## config.mk

```make
export PLATFORM = sky130hd
export DESIGN_NAME = flash_erase_ctl
export DESIGN_NICKNAME = d
export VERILOG_FILES = /design/src/core/flash_ctl_pkg.sv /design/src/core/flash_bus_if.sv /design/src/core/flash_bus_engine.sv /design/src/core/flash_erase_ctl.sv
export VERILOG_INCLUDE_DIRS = /design/src /design/src/core
export SDC_FILE = /design/constraint.sdc
export NUM_CORES = 1
export LEC_CHECK = 0
export BUFFER_PORTS_ARGS = -buffer_cell sky130_fd_sc_hd__buf_2
export CAP_MARGIN = 30
export CORE_ASPECT_RATIO = 0.7
export CORE_MARGIN = 5
export CORE_UTILIZATION = 65
export CTS_BUF_LIST = sky130_fd_sc_hd__clkbuf_4
export CTS_CLUSTER_DIAMETER = 80
export DETAILED_ROUTE_END_ITERATION = 10
export GPL_TIMING_DRIVEN = 0
export PLACE_DENSITY = 0.88
export SLEW_MARGIN = 20
export SYNTH_ARGS = -nofsm -noshare
export SYNTH_HDL_FRONTEND = slang
export SYNTH_SLANG_ARGS = --single-unit
```

## constraint.sdc

```tcl
create_clock -name clk -period 14.12 [get_ports clk]
set_clock_uncertainty 0.1 [all_clocks]
set_input_delay 0.706 -clock clk [delete_from_list [all_inputs] [get_ports clk]]
set_output_delay 0.706 -clock clk [all_outputs]
set_load 0.005 [all_outputs]
```

## src/core/flash_ctl_defs.svh

```systemverilog
// Purpose: Constants for the flash erase command controller
// Assumes: 200 MHz system clock
// Notes: Word-mode and byte-mode unlock addresses, command codes, bus timing
`ifndef FLASH_CTL_DEFS_SVH
`define FLASH_CTL_DEFS_SVH

// Unlock and command addresses
`define UNLOCK_A_WORD 20'h00555
`define UNLOCK_B_WORD 20'h002aa
`define UNLOCK_A_BYTE 20'h00aaa
`define UNLOCK_B_BYTE 20'h00555

// Command data
`define CMD_UNLOCK_1 8'haa
`define CMD_UNLOCK_2 8'h55
`define CMD_ERASE_SETUP 8'h80
`define CMD_SECTOR_ERASE 8'h30
`define CMD_SUSPEND 8'hb0
`define CMD_RESUME 8'h30
`define CMD_RESET 8'hf0
`define CMD_BYPASS_RESET_1 8'h90
`define CMD_BYPASS_RESET_2 8'h00
`define CMD_AUTOSELECT 8'h90

// Autoselect offsets
`define ID_MANUF_OFFSET 20'h00000
`define ID_DEVICE_OFFSET 20'h00001

// Status bit positions on the data bus
`define BIT_DATA_POLLING 7
`define BIT_TOGGLE 6
`define BIT_ERASE_TIMER 3
`define BIT_SUSPEND_TOGGLE 2

// Timing in ns and derived cycles at a 5 ns clock
`define CLK_PERIOD_NS 5
`define WINDOW_NS 50000
`define SUSPEND_MAX_NS 35000
`define WINDOW_CYCLES (`WINDOW_NS / `CLK_PERIOD_NS)
`define SUSPEND_MAX_CYCLES (`SUSPEND_MAX_NS / `CLK_PERIOD_NS)
`define STROBE_CYCLES 8

// Register offsets of the controller port
`define REG_CMD 4'h0
`define REG_SECTOR 4'h1
`define REG_STATUS 4'h2
`define REG_RDATA 4'h3
`define REG_ADDR 4'h4

// Command register opcodes
`define OP_ERASE 3'h1
`define OP_ADD 3'h2
`define OP_SUSPEND 3'h3
`define OP_RESUME 3'h4
`define OP_READ 3'h5
`define OP_RESET 3'h6
`define OP_BYPASS_EXIT 3'h7

`endif

```

## src/core/flash_ctl_pkg.sv

```systemverilog
// Purpose: Types for the flash erase command controller
// Assumes: Nothing beyond the header
// Notes: Sequencer states
package flash_ctl_pkg;
    typedef enum logic [3:0] {
        ST_IDLE = 4'h0,
        ST_SEQ = 4'h1,
        ST_WINDOW = 4'h2,
        ST_ERASING = 4'h3,
        ST_SUSPENDED = 4'h4,
        ST_READ = 4'h5,
        ST_SUSP_WAIT = 4'h6
    } seq_state_t;
endpackage

```

## src/core/flash_bus_if.sv

```systemverilog
// Purpose: Request and answer wires between sequencer and bus cycle engine
// Assumes: Single clock
// Notes: One request at a time, done pulses once
`timescale 1ns/1ps
interface flash_bus_if;
    logic req;
    logic write;
    logic [19:0] addr;
    logic [7:0] wdata;
    logic done;
    logic [7:0] rdata;
    modport seq (output req, output write, output addr, output wdata, input done, input rdata);
    modport eng (input req, input write, input addr, input wdata, output done, output rdata);
endinterface

```

## src/core/flash_bus_engine.sv

```systemverilog
// Purpose: Runs one asynchronous write or read cycle on the flash pins
// Assumes: Strobe widths of STROBE_CYCLES clocks meet the part's timing
// Notes: Data pins are two-way; output enable low means driving
`timescale 1ns/1ps
`include "flash_ctl_defs.svh"
module flash_bus_engine #(
    parameter int STROBE = `STROBE_CYCLES
) (
    input wire logic clk,
    input wire logic rst,
    flash_bus_if.eng bus,
    output logic [19:0] f_addr,
    output logic [7:0] f_dq_out,
    output logic f_dq_oe_n,
    input wire logic [7:0] f_dq_in,
    output logic f_we_n,
    output logic f_oe_n
);
    logic [7:0] cnt;
    logic busy;
    logic is_write;
    logic [7:0] dq_s1;
    logic [7:0] dq_s2;

    initial begin
        if (STROBE < 2 || STROBE > 200) $error("STROBE out of range");
    end

    // Two-stage pin synchroniser
    always_ff @(posedge clk or posedge rst) begin
        if (rst) begin
            dq_s1 <= 8'h00;
            dq_s2 <= 8'h00;
        end else begin
            dq_s1 <= f_dq_in;
            dq_s2 <= dq_s1;
        end
    end

    // Cycle timing; each write cycle ends two clocks after the rising write strobe
    always_ff @(posedge clk or posedge rst) begin
        if (rst) begin
            busy <= 1'b0;
            cnt <= 8'h00;
            is_write <= 1'b0;
            f_addr <= 20'h00000;
            f_dq_out <= 8'h00;
            f_dq_oe_n <= 1'b1;
            f_we_n <= 1'b1;
            f_oe_n <= 1'b1;
            bus.done <= 1'b0;
            bus.rdata <= 8'h00;
        end else begin
            bus.done <= 1'b0;
            if (!busy && bus.req) begin
                busy <= 1'b1;
                cnt <= 8'h00;
                is_write <= bus.write;
                f_addr <= bus.addr;
                f_dq_out <= bus.wdata;
                f_dq_oe_n <= !bus.write;
                f_we_n <= !bus.write;
                f_oe_n <= bus.write;
            end else if (busy) begin
                cnt <= cnt + 8'h01;
                if (cnt == 8'(STROBE - 1)) begin
                    f_we_n <= 1'b1;
                    f_oe_n <= 1'b1;
                    if (!is_write) bus.rdata <= dq_s2;
                end
                if (cnt == 8'(STROBE + 1)) begin
                    f_dq_oe_n <= 1'b1;
                    busy <= 1'b0;
                    bus.done <= 1'b1;
                end
            end
        end
    end
endmodule // flash_bus_engine

```

## src/core/flash_erase_ctl.sv

```systemverilog
// Purpose: Host-side controller issuing sector erase, suspend and resume to a NOR flash
// Assumes: Device answers on its asynchronous parallel bus; one 200 MHz clock
// Notes: Software drives it through a small register port
// Summary of operation
// Six write cycles with unlock addresses
// Third cycle 80, sixth sector plus 30
// Device preprograms; host sends nothing extra
// Window of 50 us after last strobe
// Extra sector writes with 30 inside window
// Host spaces extra sectors under 50 us
// Other write in window aborts sequence
// Erase timer flag shows window state
// Only suspend valid while erasing
// Hardware reset aborts; host reissues sequence
// Completion returns to read; progress bits
// Suspend B0 only in sector erase
// Suspend within 35 us, window immediately; code enters ST_SUSPENDED as soon as the B0 write is done, SUSP_CYC is unused
// Suspended: other sectors readable and programmable; code offers reads only, no program command
// Erasing sector reads give status
// Suspended program reports polling and toggle
// Autoselect allowed while suspended; code sends no 90 autoselect command, only plain reads
// Resume 30 continues; repeat ignored
// Bypass exit is 90 then 00
// F0 also leaves bypass mode
// Autoselect offsets 00 and 01 give IDs
// Window restarts at each added sector
// Device keeps per-sector erase flags
//
// Design decisions made here: the address-and-strobe port and the register offsets.
`timescale 1ns/1ps
`include "flash_ctl_defs.svh"
module flash_erase_ctl
    import flash_ctl_pkg::*;
#(
    parameter int WINDOW_CYC = `WINDOW_CYCLES,
    parameter int SUSP_CYC = `SUSPEND_MAX_CYCLES
) (
    input wire logic clk,
    input wire logic rst,
    input wire logic byte_mode,
    input wire logic [3:0] reg_addr,
    input wire logic [31:0] reg_wdata,
    input wire logic reg_wr,
    input wire logic reg_rd,
    output logic [31:0] reg_rdata,
    output logic [19:0] f_addr,
    output logic [7:0] f_dq_out,
    output logic f_dq_oe_n,
    input wire logic [7:0] f_dq_in,
    output logic f_we_n,
    output logic f_oe_n,
    output logic f_reset_n,
    input wire logic ready_busy_n
);
    flash_bus_if bus();
    seq_state_t state;
    logic [2:0] step;
    logic [19:0] sector_address;
    logic [19:0] rd_addr;
    logic [7:0] last_rdata;
    logic [31:0] win_cnt;
    logic window_late;
    logic abort_seen;
    logic rb_s1;
    logic rb_s2;
    logic req;
    logic [19:0] req_addr;
    logic [7:0] req_data;
    logic req_write;

    initial begin
        if (WINDOW_CYC < `STROBE_CYCLES + 5 || SUSP_CYC < 1) $error("Timing counts too small");
    end

    // Pin engine
    flash_bus_engine u_eng (
        .clk(clk),
        .rst(rst),
        .bus(bus.eng),
        .f_addr(f_addr),
        .f_dq_out(f_dq_out),
        .f_dq_oe_n(f_dq_oe_n),
        .f_dq_in(f_dq_in),
        .f_we_n(f_we_n),
        .f_oe_n(f_oe_n)
    );
    assign bus.req = req;
    assign bus.write = req_write;
    assign bus.addr = req_addr;
    assign bus.wdata = req_data;

    // Address and data of each erase sequence cycle
    function automatic logic [27:0] seq_cycle(input logic [2:0] n, input logic bm,
                                              input logic [19:0] sa);
        logic [19:0] a1;
        logic [19:0] a2;
        a1 = bm ? `UNLOCK_A_BYTE : `UNLOCK_A_WORD;
        a2 = bm ? `UNLOCK_B_BYTE : `UNLOCK_B_WORD;
        case (n)
            3'h0: seq_cycle = {a1, `CMD_UNLOCK_1};
            3'h1: seq_cycle = {a2, `CMD_UNLOCK_2};
            3'h2: seq_cycle = {a1, `CMD_ERASE_SETUP};
            3'h3: seq_cycle = {a1, `CMD_UNLOCK_1};
            3'h4: seq_cycle = {a2, `CMD_UNLOCK_2};
            default: seq_cycle = {sa, `CMD_SECTOR_ERASE};
        endcase
    endfunction

    // Ready/busy pin synchroniser
    always_ff @(posedge clk or posedge rst) begin
        if (rst) begin
            rb_s1 <= 1'b1;
            rb_s2 <= 1'b1;
        end else begin
            rb_s1 <= ready_busy_n;
            rb_s2 <= rb_s1;
        end
    end

    // Device reset pin low during controller reset and for one cycle after an OP_RESET write; aborts any erase
    always_ff @(posedge clk or posedge rst) begin
        if (rst) f_reset_n <= 1'b0;
        else if (reg_wr && reg_addr == `REG_CMD && reg_wdata[2:0] == `OP_RESET) f_reset_n <= 1'b0;
        else f_reset_n <= 1'b1;
    end

    // Host-side window timer, restarted after every sector cycle
    always_ff @(posedge clk or posedge rst) begin
        if (rst) begin
            win_cnt <= 32'h0;
            window_late <= 1'b0;
        end else if (bus.done && req_write && req_data == `CMD_SECTOR_ERASE
                     && state inside {ST_SEQ, ST_WINDOW}) begin
            win_cnt <= 32'h0;
            window_late <= 1'b0;
        end else if (state == ST_WINDOW) begin
            if (win_cnt < 32'(WINDOW_CYC)) win_cnt <= win_cnt + 32'h1;
            else window_late <= 1'b1;
        end
    end

    // Main sequencer
    always_ff @(posedge clk or posedge rst) begin
        if (rst) begin
            state <= ST_IDLE;
            step <= 3'h0;
            req <= 1'b0;
            req_write <= 1'b0;
            req_addr <= 20'h00000;
            req_data <= 8'h00;
            sector_address <= 20'h00000;
            rd_addr <= 20'h00000;
            last_rdata <= 8'h00;
            abort_seen <= 1'b0;
        end else begin
            req <= 1'b0;
            if (reg_wr && reg_addr == `REG_SECTOR) sector_address <= reg_wdata[19:0];
            if (reg_wr && reg_addr == `REG_ADDR) rd_addr <= reg_wdata[19:0];
            case (state)
                ST_IDLE, ST_WINDOW, ST_ERASING, ST_SUSPENDED: begin
                    if (reg_wr && reg_addr == `REG_CMD) begin
                        req_write <= 1'b1;
                        req_addr <= 20'h00000;
                        case (reg_wdata[2:0])
                            `OP_ERASE: begin
                                if (state == ST_IDLE) begin
                                    step <= 3'h0;
                                    state <= ST_SEQ;
                                    {req_addr, req_data} <= seq_cycle(3'h0, byte_mode,
                                                                       sector_address);
                                    req <= 1'b1;
                                end
                            end
                            `OP_ADD: begin
                                // Added strobe must land in window
                                if (state == ST_WINDOW
                                    && win_cnt < 32'(WINDOW_CYC - `STROBE_CYCLES - 4)) begin
                                    req_addr <= sector_address;
                                    req_data <= `CMD_SECTOR_ERASE;
                                    req <= 1'b1;
                                    state <= ST_SEQ;
                                    step <= 3'h5;
                                end
                            end
                            `OP_SUSPEND: begin
                                if (state inside {ST_WINDOW, ST_ERASING}) begin
                                    req_data <= `CMD_SUSPEND;
                                    req <= 1'b1;
                                    state <= ST_SUSP_WAIT;
                                    step <= 3'h0;
                                end
                            end
                            `OP_RESUME: begin
                                if (state == ST_SUSPENDED) begin
                                    req_data <= `CMD_RESUME;
                                    req <= 1'b1;
                                    state <= ST_SUSP_WAIT;
                                end
                            end
                            `OP_BYPASS_EXIT: begin
                                if (state == ST_IDLE) begin
                                    req_data <= `CMD_BYPASS_RESET_1;
                                    req <= 1'b1;
                                    state <= ST_SEQ;
                                    step <= 3'h7;
                                end
                            end
                            default: begin
                                // Reset write; in window it abandons the erase
                                if (state inside {ST_IDLE, ST_WINDOW}) begin
                                    req_data <= `CMD_RESET;
                                    req <= 1'b1;
                                    abort_seen <= (state == ST_WINDOW);
                                    state <= ST_SEQ;
                                    step <= 3'h6;
                                end
                            end
                        endcase
                    end else if (reg_rd && reg_addr == `REG_RDATA
                                 && state inside {ST_IDLE, ST_SUSPENDED}) begin
                        // Array, status or ID read at chosen offset
                        req_write <= 1'b0;
                        req_addr <= rd_addr;
                        req <= 1'b1;
                        step <= (state == ST_SUSPENDED) ? 3'h1 : 3'h0;
                        state <= ST_READ;
                    end else if (state == ST_WINDOW && window_late) begin
                        state <= ST_ERASING;
                    end else if (state == ST_ERASING && rb_s2) begin
                        state <= ST_IDLE;
                    end
                end
                ST_SEQ: begin
                    if (bus.done) begin
                        if (step == 3'h5 || step == 3'h6 && !abort_seen) begin
                            state <= (step == 3'h5) ? ST_WINDOW : ST_IDLE;
                        end else if (step == 3'h6) begin
                            state <= ST_IDLE;
                            abort_seen <= 1'b0;
                        end else if (step == 3'h7) begin
                            req_data <= `CMD_BYPASS_RESET_2;
                            req <= 1'b1;
                            step <= 3'h6;
                        end else begin
                            step <= step + 3'h1;
                            {req_addr, req_data} <= seq_cycle(step + 3'h1, byte_mode,
                                                               sector_address);
                            req <= 1'b1;
                        end
                    end
                end
                ST_SUSP_WAIT: begin
                    if (bus.done) begin
                        state <= (req_data == `CMD_RESUME) ? ST_ERASING : ST_SUSPENDED;
                    end
                end
                ST_READ: begin
                    if (bus.done) begin
                        last_rdata <= bus.rdata;
                        state <= (step == 3'h1) ? ST_SUSPENDED : ST_IDLE;
                    end
                end
                default: state <= ST_IDLE;
            endcase
        end
    end

    // Register read port, data one cycle after strobe
    always_ff @(posedge clk or posedge rst) begin
        if (rst) reg_rdata <= 32'h0;
        else if (reg_rd) begin
            case (reg_addr)
                `REG_SECTOR: reg_rdata <= {12'h000, sector_address};
                `REG_ADDR: reg_rdata <= {12'h000, rd_addr};
                `REG_RDATA: reg_rdata <= {24'h000000, last_rdata};
                `REG_STATUS: reg_rdata <= {23'h0, window_late, rb_s2, state, step};
                default: reg_rdata <= 32'h0;
            endcase
        end else reg_rdata <= 32'h0;
    end

    // Erase sequence starts with unlock to first address
    a_seq_first: assert property (@(posedge clk) disable iff (rst)
        (state == ST_IDLE && reg_wr && reg_addr == `REG_CMD && reg_wdata[2:0] == `OP_ERASE)
        |=> req && req_data == `CMD_UNLOCK_1) else $error("Bad first cycle");
    a_setup_data: assert property (@(posedge clk) disable iff (rst)
        (state == ST_SEQ && req && step == 3'h2) |-> req_data == `CMD_ERASE_SETUP)
        else $error("Setup not 80");
    a_window_close: assert property (@(posedge clk) disable iff (rst)
        (state == ST_WINDOW && window_late && !reg_wr && !reg_rd) |=> state == ST_ERASING)
        else $error("Window did not close");
    a_add_in_window: assert property (@(posedge clk) disable iff (rst)
        (req && req_write && req_data == `CMD_SECTOR_ERASE && $past(state) == ST_WINDOW)
        |-> !$past(window_late)) else $error("Late sector");
    a_no_write_busy: assert property (@(posedge clk) disable iff (rst)
        ($past(state) == ST_ERASING && req && req_write)
        |-> req_data inside {`CMD_SUSPEND}) else $error("Write while erasing");
    a_suspend_done: assert property (@(posedge clk) disable iff (rst)
        (state == ST_SUSP_WAIT && bus.done && req_data == `CMD_SUSPEND) |=> state == ST_SUSPENDED)
        else $error("Suspend not entered");
    a_resume_once: assert property (@(posedge clk) disable iff (rst)
        (req && req_data == `CMD_RESUME && req_write && $past(state) == ST_SUSPENDED)
        |-> state == ST_SUSP_WAIT) else $error("Resume state");
    a_bypass_pair: assert property (@(posedge clk) disable iff (rst)
        (state == ST_SEQ && step == 3'h7 && bus.done)
        |=> req && req_data == `CMD_BYPASS_RESET_2) else $error("Bypass exit");
    a_reset_pin: assert property (@(posedge clk) disable iff (rst)
        (reg_wr && reg_addr == `REG_CMD && reg_wdata[2:0] == `OP_RESET)
        |=> !f_reset_n ##1 f_reset_n) else $error("Reset pulse");
endmodule // flash_erase_ctl

```

# Yosys cells after proc, flatten, opt, wreduce, memory -nomap -nowiden
# Cells that the tools add are included.
# totals
ff_bits,220
in_bits,50
out_inout_bits,64
word_cells,244
# classes
n_lt_le_gt_ge,2
n_addsub,3
bitwise_logic,2
mux,104
n_eq_ne,56
n_reduce_logical,49
# op_table
cell,count
$mux 20,7
$mux 32,4
$mux 8,13
$pmux 28 s3,1
$pmux 20 s2,2
$pmux 20 s4,1
$lt 32x14->1 const B,2
$mux 4,14
$pmux 8 s5,1
$mux 3,13
$mux 1,36
$add 32x1->32 const B,1
$pmux 4 s4,2
$mux 12,2
$ne 4x4->1 const B,6
$reduce_and 11->1,2
$reduce_bool 2->1,11
$eq 3x3->1 const B,7
$ne 3x3->1 const B,7
$eq 4x2->1 const B,4
$eq 4x3->1 const B,4
$pmux 8 s2,1
$pmux 3 s5,1
$logic_and 1x1->1,14
33 further kinds,60

# Logic depth before layout (Yosys ltp)
# logic_depth
ltp_word,9
ltp_mapped,9

# By module
# From an unflattened synthesis, not the netlist that was laid out.
# unflattened
hier_cells,872
area_unflattened_um2,9495.4
# modules_own_cells
mod,area_per_inst_um2,cells_per_inst,instances
flash_erase_ctl,7104.3,661,1
flash_bus_engine,2391.0,211,1

# Least setup slack after synthesis
# Ideal clock, no wire load.
# synth_path
kind,input port to flip-flop
start,in reg_addr[0]
end,reg state[1]
path_slack_ns,11.441
t_arrival_ns,2.454
path_buffers,2
required_ns,13.895
cell_stages,8
cell_sequence,clkbuf_1 nor4bb_1 buf_2 a32o_1 nor2_1 a311oi_1 and2_1 mux2_2
# synth_via
elab_chain_cells,6
# synth_rtl
element,line,text
"start, declared",flash_erase_ctl.sv:41,"input wire logic [3:0] reg_addr,"
$eq 4x2->1,--,
$logic_and 1x1->1 (no line),--,
$logic_and 1x1->1,flash_erase_ctl.sv:219,end else if (reg_rd && reg_addr == `REG_RDATA
$mux 4,flash_erase_ctl.sv:219,
$mux 4,flash_erase_ctl.sv:161,if (reg_wr && reg_addr == `REG_CMD) begin
$pmux 4 s4,flash_erase_ctl.sv:159,case (state)
"end signal, assigned",flash_erase_ctl.sv:236,state <= (step == 3'h5) ? ST_WINDOW : ST_IDLE;
"end signal, assigned",flash_erase_ctl.sv:254,state <= (req_data == `CMD_RESUME) ? ST_ERASING : ST_SUSPENDED;
"end signal, assigned",flash_erase_ctl.sv:260,state <= (step == 3'h1) ? ST_SUSPENDED : ST_IDLE;
"end, declared",flash_erase_ctl.sv:56,seq_state_t state;
# Parallel ways exist; a longest one is shown, timed or not.
# A chain may end at the register's enable or synchronous reset.

# Worst setup path after layout
# layout_path
start,reg step[0]
end,"reg req_addr[2], in the netlist bus.addr[2]"
# layout_via
elab_chain_cells,9
# layout_rtl
element,line,text
"start, declared",flash_erase_ctl.sv:57,logic [2:0] step;
"start signal, assigned",flash_erase_ctl.sv:225,step <= (state == ST_SUSPENDED) ? 3'h1 : 3'h0;
"start signal, assigned",flash_erase_ctl.sv:245,step <= step + 3'h1;
$add 3x1->3,flash_erase_ctl.sv:246,"{req_addr, req_data} <= seq_cycle(step + 3'h1, byte_mode,"
"$eq 3x3->1, or another cell as far along",flash_erase_ctl.sv:99,case (n)
$reduce_or 2->1 (no line),--,
$pmux 28 s3,flash_erase_ctl.sv:99,
$mux 20,flash_erase_ctl.sv:240,end else if (step == 3'h7) begin
$mux 20,flash_erase_ctl.sv:237,end else if (step == 3'h6) begin
$mux 20,flash_erase_ctl.sv:235,if (step == 3'h5 || step == 3'h6 && !abort_seen) begin
$mux 20,flash_erase_ctl.sv:234,if (bus.done) begin
$pmux 20 s2,flash_erase_ctl.sv:159,
"end signal, assigned",flash_erase_ctl.sv:169,"{req_addr, req_data} <= seq_cycle(3'h0, byte_mode,"
"end signal, assigned",flash_erase_ctl.sv:178,req_addr <= sector_address;
"end signal, assigned",flash_erase_ctl.sv:246,
"end, declared",flash_erase_ctl.sv:67,logic [19:0] req_addr;
# Parallel ways exist; a longest one is shown, timed or not. The select of a mux whose other input is x is not followed.

==> impl_table.tex <==
\begin{tabular}{lr}
\hline
Metric & Value \\
\hline
\multicolumn{2}{l}{\textbf{Timing}} \\
\quad Final Cycle Share & approximately 20\% \\
\quad Fin Setup TNS & 0 ps \\
\quad Normalized max-slew margin & between 40\% and 50\% \\
\quad Worst-Margin Slew & between 800 and 900 ps \\
\quad Final setup viols & 0 \\
\quad RSZ-0062 raised after global routing & no \\
\quad Number of hold-slack violations in the final timing report & 0 \\
\quad Peak Freq & $\sim$350 MHz \\
\quad Count of final max-slew check failures & 0 \\
\quad Min Tclk post-route & between 2000 and 3000 ps \\
\multicolumn{2}{l}{\textbf{Detailed routing}} \\
\quad Number of DRC violations after detailed routing & 0 \\
\quad Routed Antenna Nets & 0 \\
\quad Wirelength, routed & about 23 mm \\
\quad 1st-iter DRT viols & 910 \\
\quad Via density & between 5 and 6 \\
\quad Drt wl/cell & 18.41 um \\
\quad Vias post-DR & around 7300 \\
\quad First-pass DRT Iterations & 6 \\
\multicolumn{2}{l}{\textbf{Clock tree}} \\
\quad CTS max path bufs & 3 \\
\quad Number of buffers created by CTS & 47 \\
\quad Post-CTS setup repair buffer count & 0 \\
\quad CTS Root Cell & clkbuf\_4 \\
\quad TritonCTS clock tree & built \\
\quad Latest clock arrival within the worst-skew pair & 620 ps \\
\quad \# clock sinks & 202 \\
\quad CTS HTree Levels & 2 \\
\quad Clock transition at the register clock pins on the worst setup and hold paths after CTS & 70 ps \\
\multicolumn{2}{l}{\textbf{Yosys}} \\
\quad Cell area after synthesis & slightly above 9000 um\^{}2 \\
\quad Fraction of the yosys area taken by sequential cells & about 55\% \\
\quad Post-synthesis async set-or-reset flop share & between 90\% and 100\% \\
\quad Cell accounting for the most synthesized area & dfrtp\_1 \\
\quad Number of flops mapped to enable cells by yosys & 0 \\
\quad Synth Area per Inst & between 10 and 15 um\^{}2 \\
\quad Number of warnings reported in the yosys synthesis log & 0 \\
\quad Flip-flop and latch count after synthesis & $\sim$200 \\
\quad Post-Synthesis Cells & around 850 \\
\quad Synth Flop Type & dfrtp\_1 \\
\quad Share of the synthesized area in the top cell type & a little over half \\
\quad Cell types occupying the most area after synthesis & dfrtp\_1 53\%, mux2\_2 8.1\%, nand2\_1 5.7\% \\
\quad Distinct cell type count of the synthesized netlist & 74 \\
\multicolumn{2}{l}{\textbf{Power}} \\
\quad Switching component of the power & about 0.00057 W \\
\quad Switching share of total power & 34.17\% \\
\quad Share of total power in the clock network & between 20\% and 30\% \\
\quad VDD IR-drop max & 0.1028 mV \\
\quad Combinational group share of total power & roughly a quarter \\
\quad Proportion of power drawn by flip-flops and latches & between 40\% and 50\% \\
\quad Int Pwr & roughly 0.0011 W \\
\quad Leakage Power & about 5.1 nW \\
\quad Pwr per Cell Area & 156.2 nW/um\^{}2 \\
\multicolumn{2}{l}{\textbf{Global routing}} \\
\quad Global-route wire length before repair & about 37 mm \\
\quad Largest net degree at the start of global routing & just over 80 \\
\quad Vias in the first global route & $\sim$7100 \\
\quad Met3 track utilization from global routing & 8.969\% \\
\quad Antenna violations before repair & 1 \\
\quad Met1 global-route usage & 41.12\% \\
\quad All-layer global routing usage & 27.46\% \\
\quad Global route overflow & 0 \\
\quad Global routing usage on met2 & between 30 and 40\% \\
\quad Most utilized layer in the global route result & met1 \\
\multicolumn{2}{l}{\textbf{Placement}} \\
\quad Count of input and output buffers & 88 \\
\quad Detailed placement HPWL & between 15 and 20 mm \\
\quad Placer Congestion & approximately 0.98 \\
\multicolumn{2}{l}{\textbf{Critical path}} \\
\quad Worst path bufs/invs & 1 \\
\quad Worst Path Required & between 10000 and 15000 ps \\
\quad Cell with the biggest individual delay on the critical path & a221oi\_1 \\
\quad Endpoint of the worst register-to-register path & bus.addr[2]\$\_DFFE\_PP0P\_ \\
\quad Category of the most critical setup path & flop to flop \\
\quad CP Data Arrival Time & around 3200 ps \\
\quad Worst R2R Setup Slack & approximately 11000 ps \\
\quad Startpoint class of the critical path & flop \\
\quad CP delay by family, top & compound AO/OA/AOI/OAI gates \\
\quad Endpoint class of the critical path & flop \\
\quad Crit-path max FO & 8 \\
\quad Cells traversed along the worst timing path & inv\_1 -> ha\_1 -> or2\_2 -> o2bb2ai\_1 -> a221oi\_1 -> nand3\_1 -> o22ai\_1 -> a31oi\_1 \\
\quad Reg2reg path depth & 8 \\
\quad Worst flop-to-flop path startpoint & step[0]\$\_DFFE\_PP0P\_ \\
\quad Delay of the slowest cell on the worst path & between 500 and 600 ps \\
\multicolumn{2}{l}{\textbf{Floorplanning}} \\
\quad Initial core utilization & about two thirds \\
\quad Row cnt & 36 \\
\quad Area of the die & approximately 17000 um\^{}2 \\
\quad Die width & between 150 and 200 um \\
\quad Die Span Y & about 110 um \\
\quad Number of top-level design ports & approximately 110 \\
\quad Placeable core area & $\sim$14000 um\^{}2 \\
\multicolumn{2}{l}{\textbf{Run}} \\
\quad Max Cap Violations & 0 \\
\multicolumn{2}{l}{\textbf{Cells and area}} \\
\quad Signed area change from the synthesized netlist to the final layout & 14.98\% \\
\quad Fillers & between 800 and 900 \\
\quad Fin nets & around 1100 \\
\quad Final core utilization & between 70\% and 80\% \\
\quad Fraction of layout instances using a drive strength above 1 & between 20\% and 30\% \\
\multicolumn{2}{l}{\textbf{Hold path}} \\
\quad Hold Path Stages & 1 \\
\quad Hold path start & f\_dq\_in[7] \\
\quad Class of the worst hold path & input pin to flop \\
\quad End point of the worst hold path & u\_eng.dq\_s1[7]\$\_DFF\_PP0\_ \\
\multicolumn{2}{l}{\textbf{Outcome}} \\
\quad Result of the run & complete, no violations \\
\hline
\end{tabular}
## timing repair
item | CTS | global route
hold buffers | 1 | 0
hold endpoints to repair | 48 | 0
gates resized for setup | 0 | 0
## state kept, by name (all words and copies together), names as in the netlist, 3 cells and up
register	count
u_eng.f_dq_out	6
reg_rdata	20
u_eng.dq_s1	8
bus.wdata	6
win_cnt	32
u_eng.f_addr	20
step	3
rd_addr	20
u_eng.cnt	8
u_eng.bus.rdata	8
u_eng.dq_s2	8
last_rdata	8
bus.addr	20
sector_address	20
state	3
## Yosys cell counts, drive strengths merged (3+ instances only)
cell type	instances
ha	9
nor2	48
nor4bb	3
nor4	7
nand2b	8
and2	14
clkbuf	40
nor3	12
nor3b	3
mux2i	7
o211ai	6
o31ai	9
dfrtp	197
a22oi	27
nor4b	4
nand4	10
dfstp	5
nor2b	23
or4	4
and3	7
o22ai	11
a41oi	3
mux2	66
a221oi	6
nand3	23
o21bai	3
buf	22
nand2	142
a31oi	17
or3	3
a21oi	30
o21ai	26
inv	11
xor2	11
## placed cells by master, fill, tap and decap left out, types with 14 or more instances in the layout
| cell | instances |
|---|---|
| a21oi_1 | 30 |
| a22oi_1 | 27 |
| a31oi_1 | 17 |
| and2_1 | 14 |
| buf_2 | 92 |
| buf_4 | 14 |
| clkbuf_1 | 36 |
| clkbuf_4 | 68 |
| dfrtp_1 | 197 |
| mux2_2 | 66 |
| nand2_1 | 141 |
| nand3_1 | 23 |
| nor2_1 | 48 |
| nor2b_1 | 23 |
| o21ai_0 | 25 |
## layer usage
metal / routed length [um] / vias to the layer above
met5: 0 / -
met4: 350 / 0
met3: 2797 / 43
met2: 9386 / 415
met1: 10080 / 3542
li1: - / 3342
## worst max-delay path by stage
stage | startpoint | endpoint | slack, ps | depth (start not counted)
final | step[0]$_DFFE_PP0P_ | bus.addr[2]$_DFFE_PP0P_ | 11270 | 8
after global placement | rst | u_eng.f_addr[16]$_DFFE_PP0P_ | 5860 | 2
after CTS | step[0]$_DFFE_PP0P_ | bus.addr[2]$_DFFE_PP0P_ | 11370 | 8
after global routing | win_cnt[21]$_DFFE_PP0P_ | bus.addr[13]$_DFFE_PP0P_ | 11100 | 7
after detailed placement | reg_addr[0] | bus.addr[19]$_DFFE_PP0P_ | 11090 | 9
after floorplan | rst | bus.addr[0]$_DFFE_PP0P_ | 7810 | 1
## logic make-up (layout without fill, tap and decap cells)
kind of cell,count (synthesis),count (layout),share of synthesized area (%)
flops,202,202,54.83
fa+ha+maj,9,9,1.220
xor+xnor,12,12,1.139
mux,73,73,8.810
other cells,1,13,0.04062
compound gates,160,160,12.17
buf+inv,73,248,4.188
simple gates,321,321,17.61
## power groups by stage
stage / Sequential [W] / Combinational, W / Clock [W]
final: 0.000778 / 0.000430 / 0.000450
after global routing: 0.000790 / 0.000473 / 0.000489
after CTS: 0.000774 / 0.000422 / 0.000458
after detailed placement: 0.000784 / 0.000416 / 0
after global placement: 0.000779 / 0.000398 / 0
after floorplan: 0.000757 / 0.000296 / 0
## final cells by class
class	count	area [um^2]	area share (%)
Multi-Input combinational cell	587	3831	36.10
Clock buffer	68	510.5	4.810
Timing Repair Buffer	91	505.5	4.762
Buffer	62	345.3	3.254
Clock inverter	16	71.32	0.6719
Antenna cell	1	2.502	0.02358
Tap cell	190	237.7	2.240
Sequential cell	202	5061	47.68
Inverter	11	48.80	0.4597
## through the flow
stage	worst slack [ps]	std cells	total power, W	cell area, um^2	hold slack [ps]
6_report	11270	1228	0.001658	10610	88.65
2_1_floorplan	7812	862	0.001053	9273	231.2
3_5_place_dp	11090	1142	0.001200	10020	234.7
5_1_grt	11100	1228	0.001751	10610	54.69
4_1_cts	11370	1227	0.001653	10610	57.45
3_3_place_gp	5856	1140	0.001177	9951	232.1
## worst register-to-register path, cell delays in order, from the launching register on
cell and delay, ps:
dfrtp_1 500, inv_1 140, ha_1 280, or2_2 310
o2bb2ai_1 140, a221oi_1 560, nand3_1 380, o22ai_1 260
a31oi_1 70
Note: power is estimated with default switching activity, not from simulation.
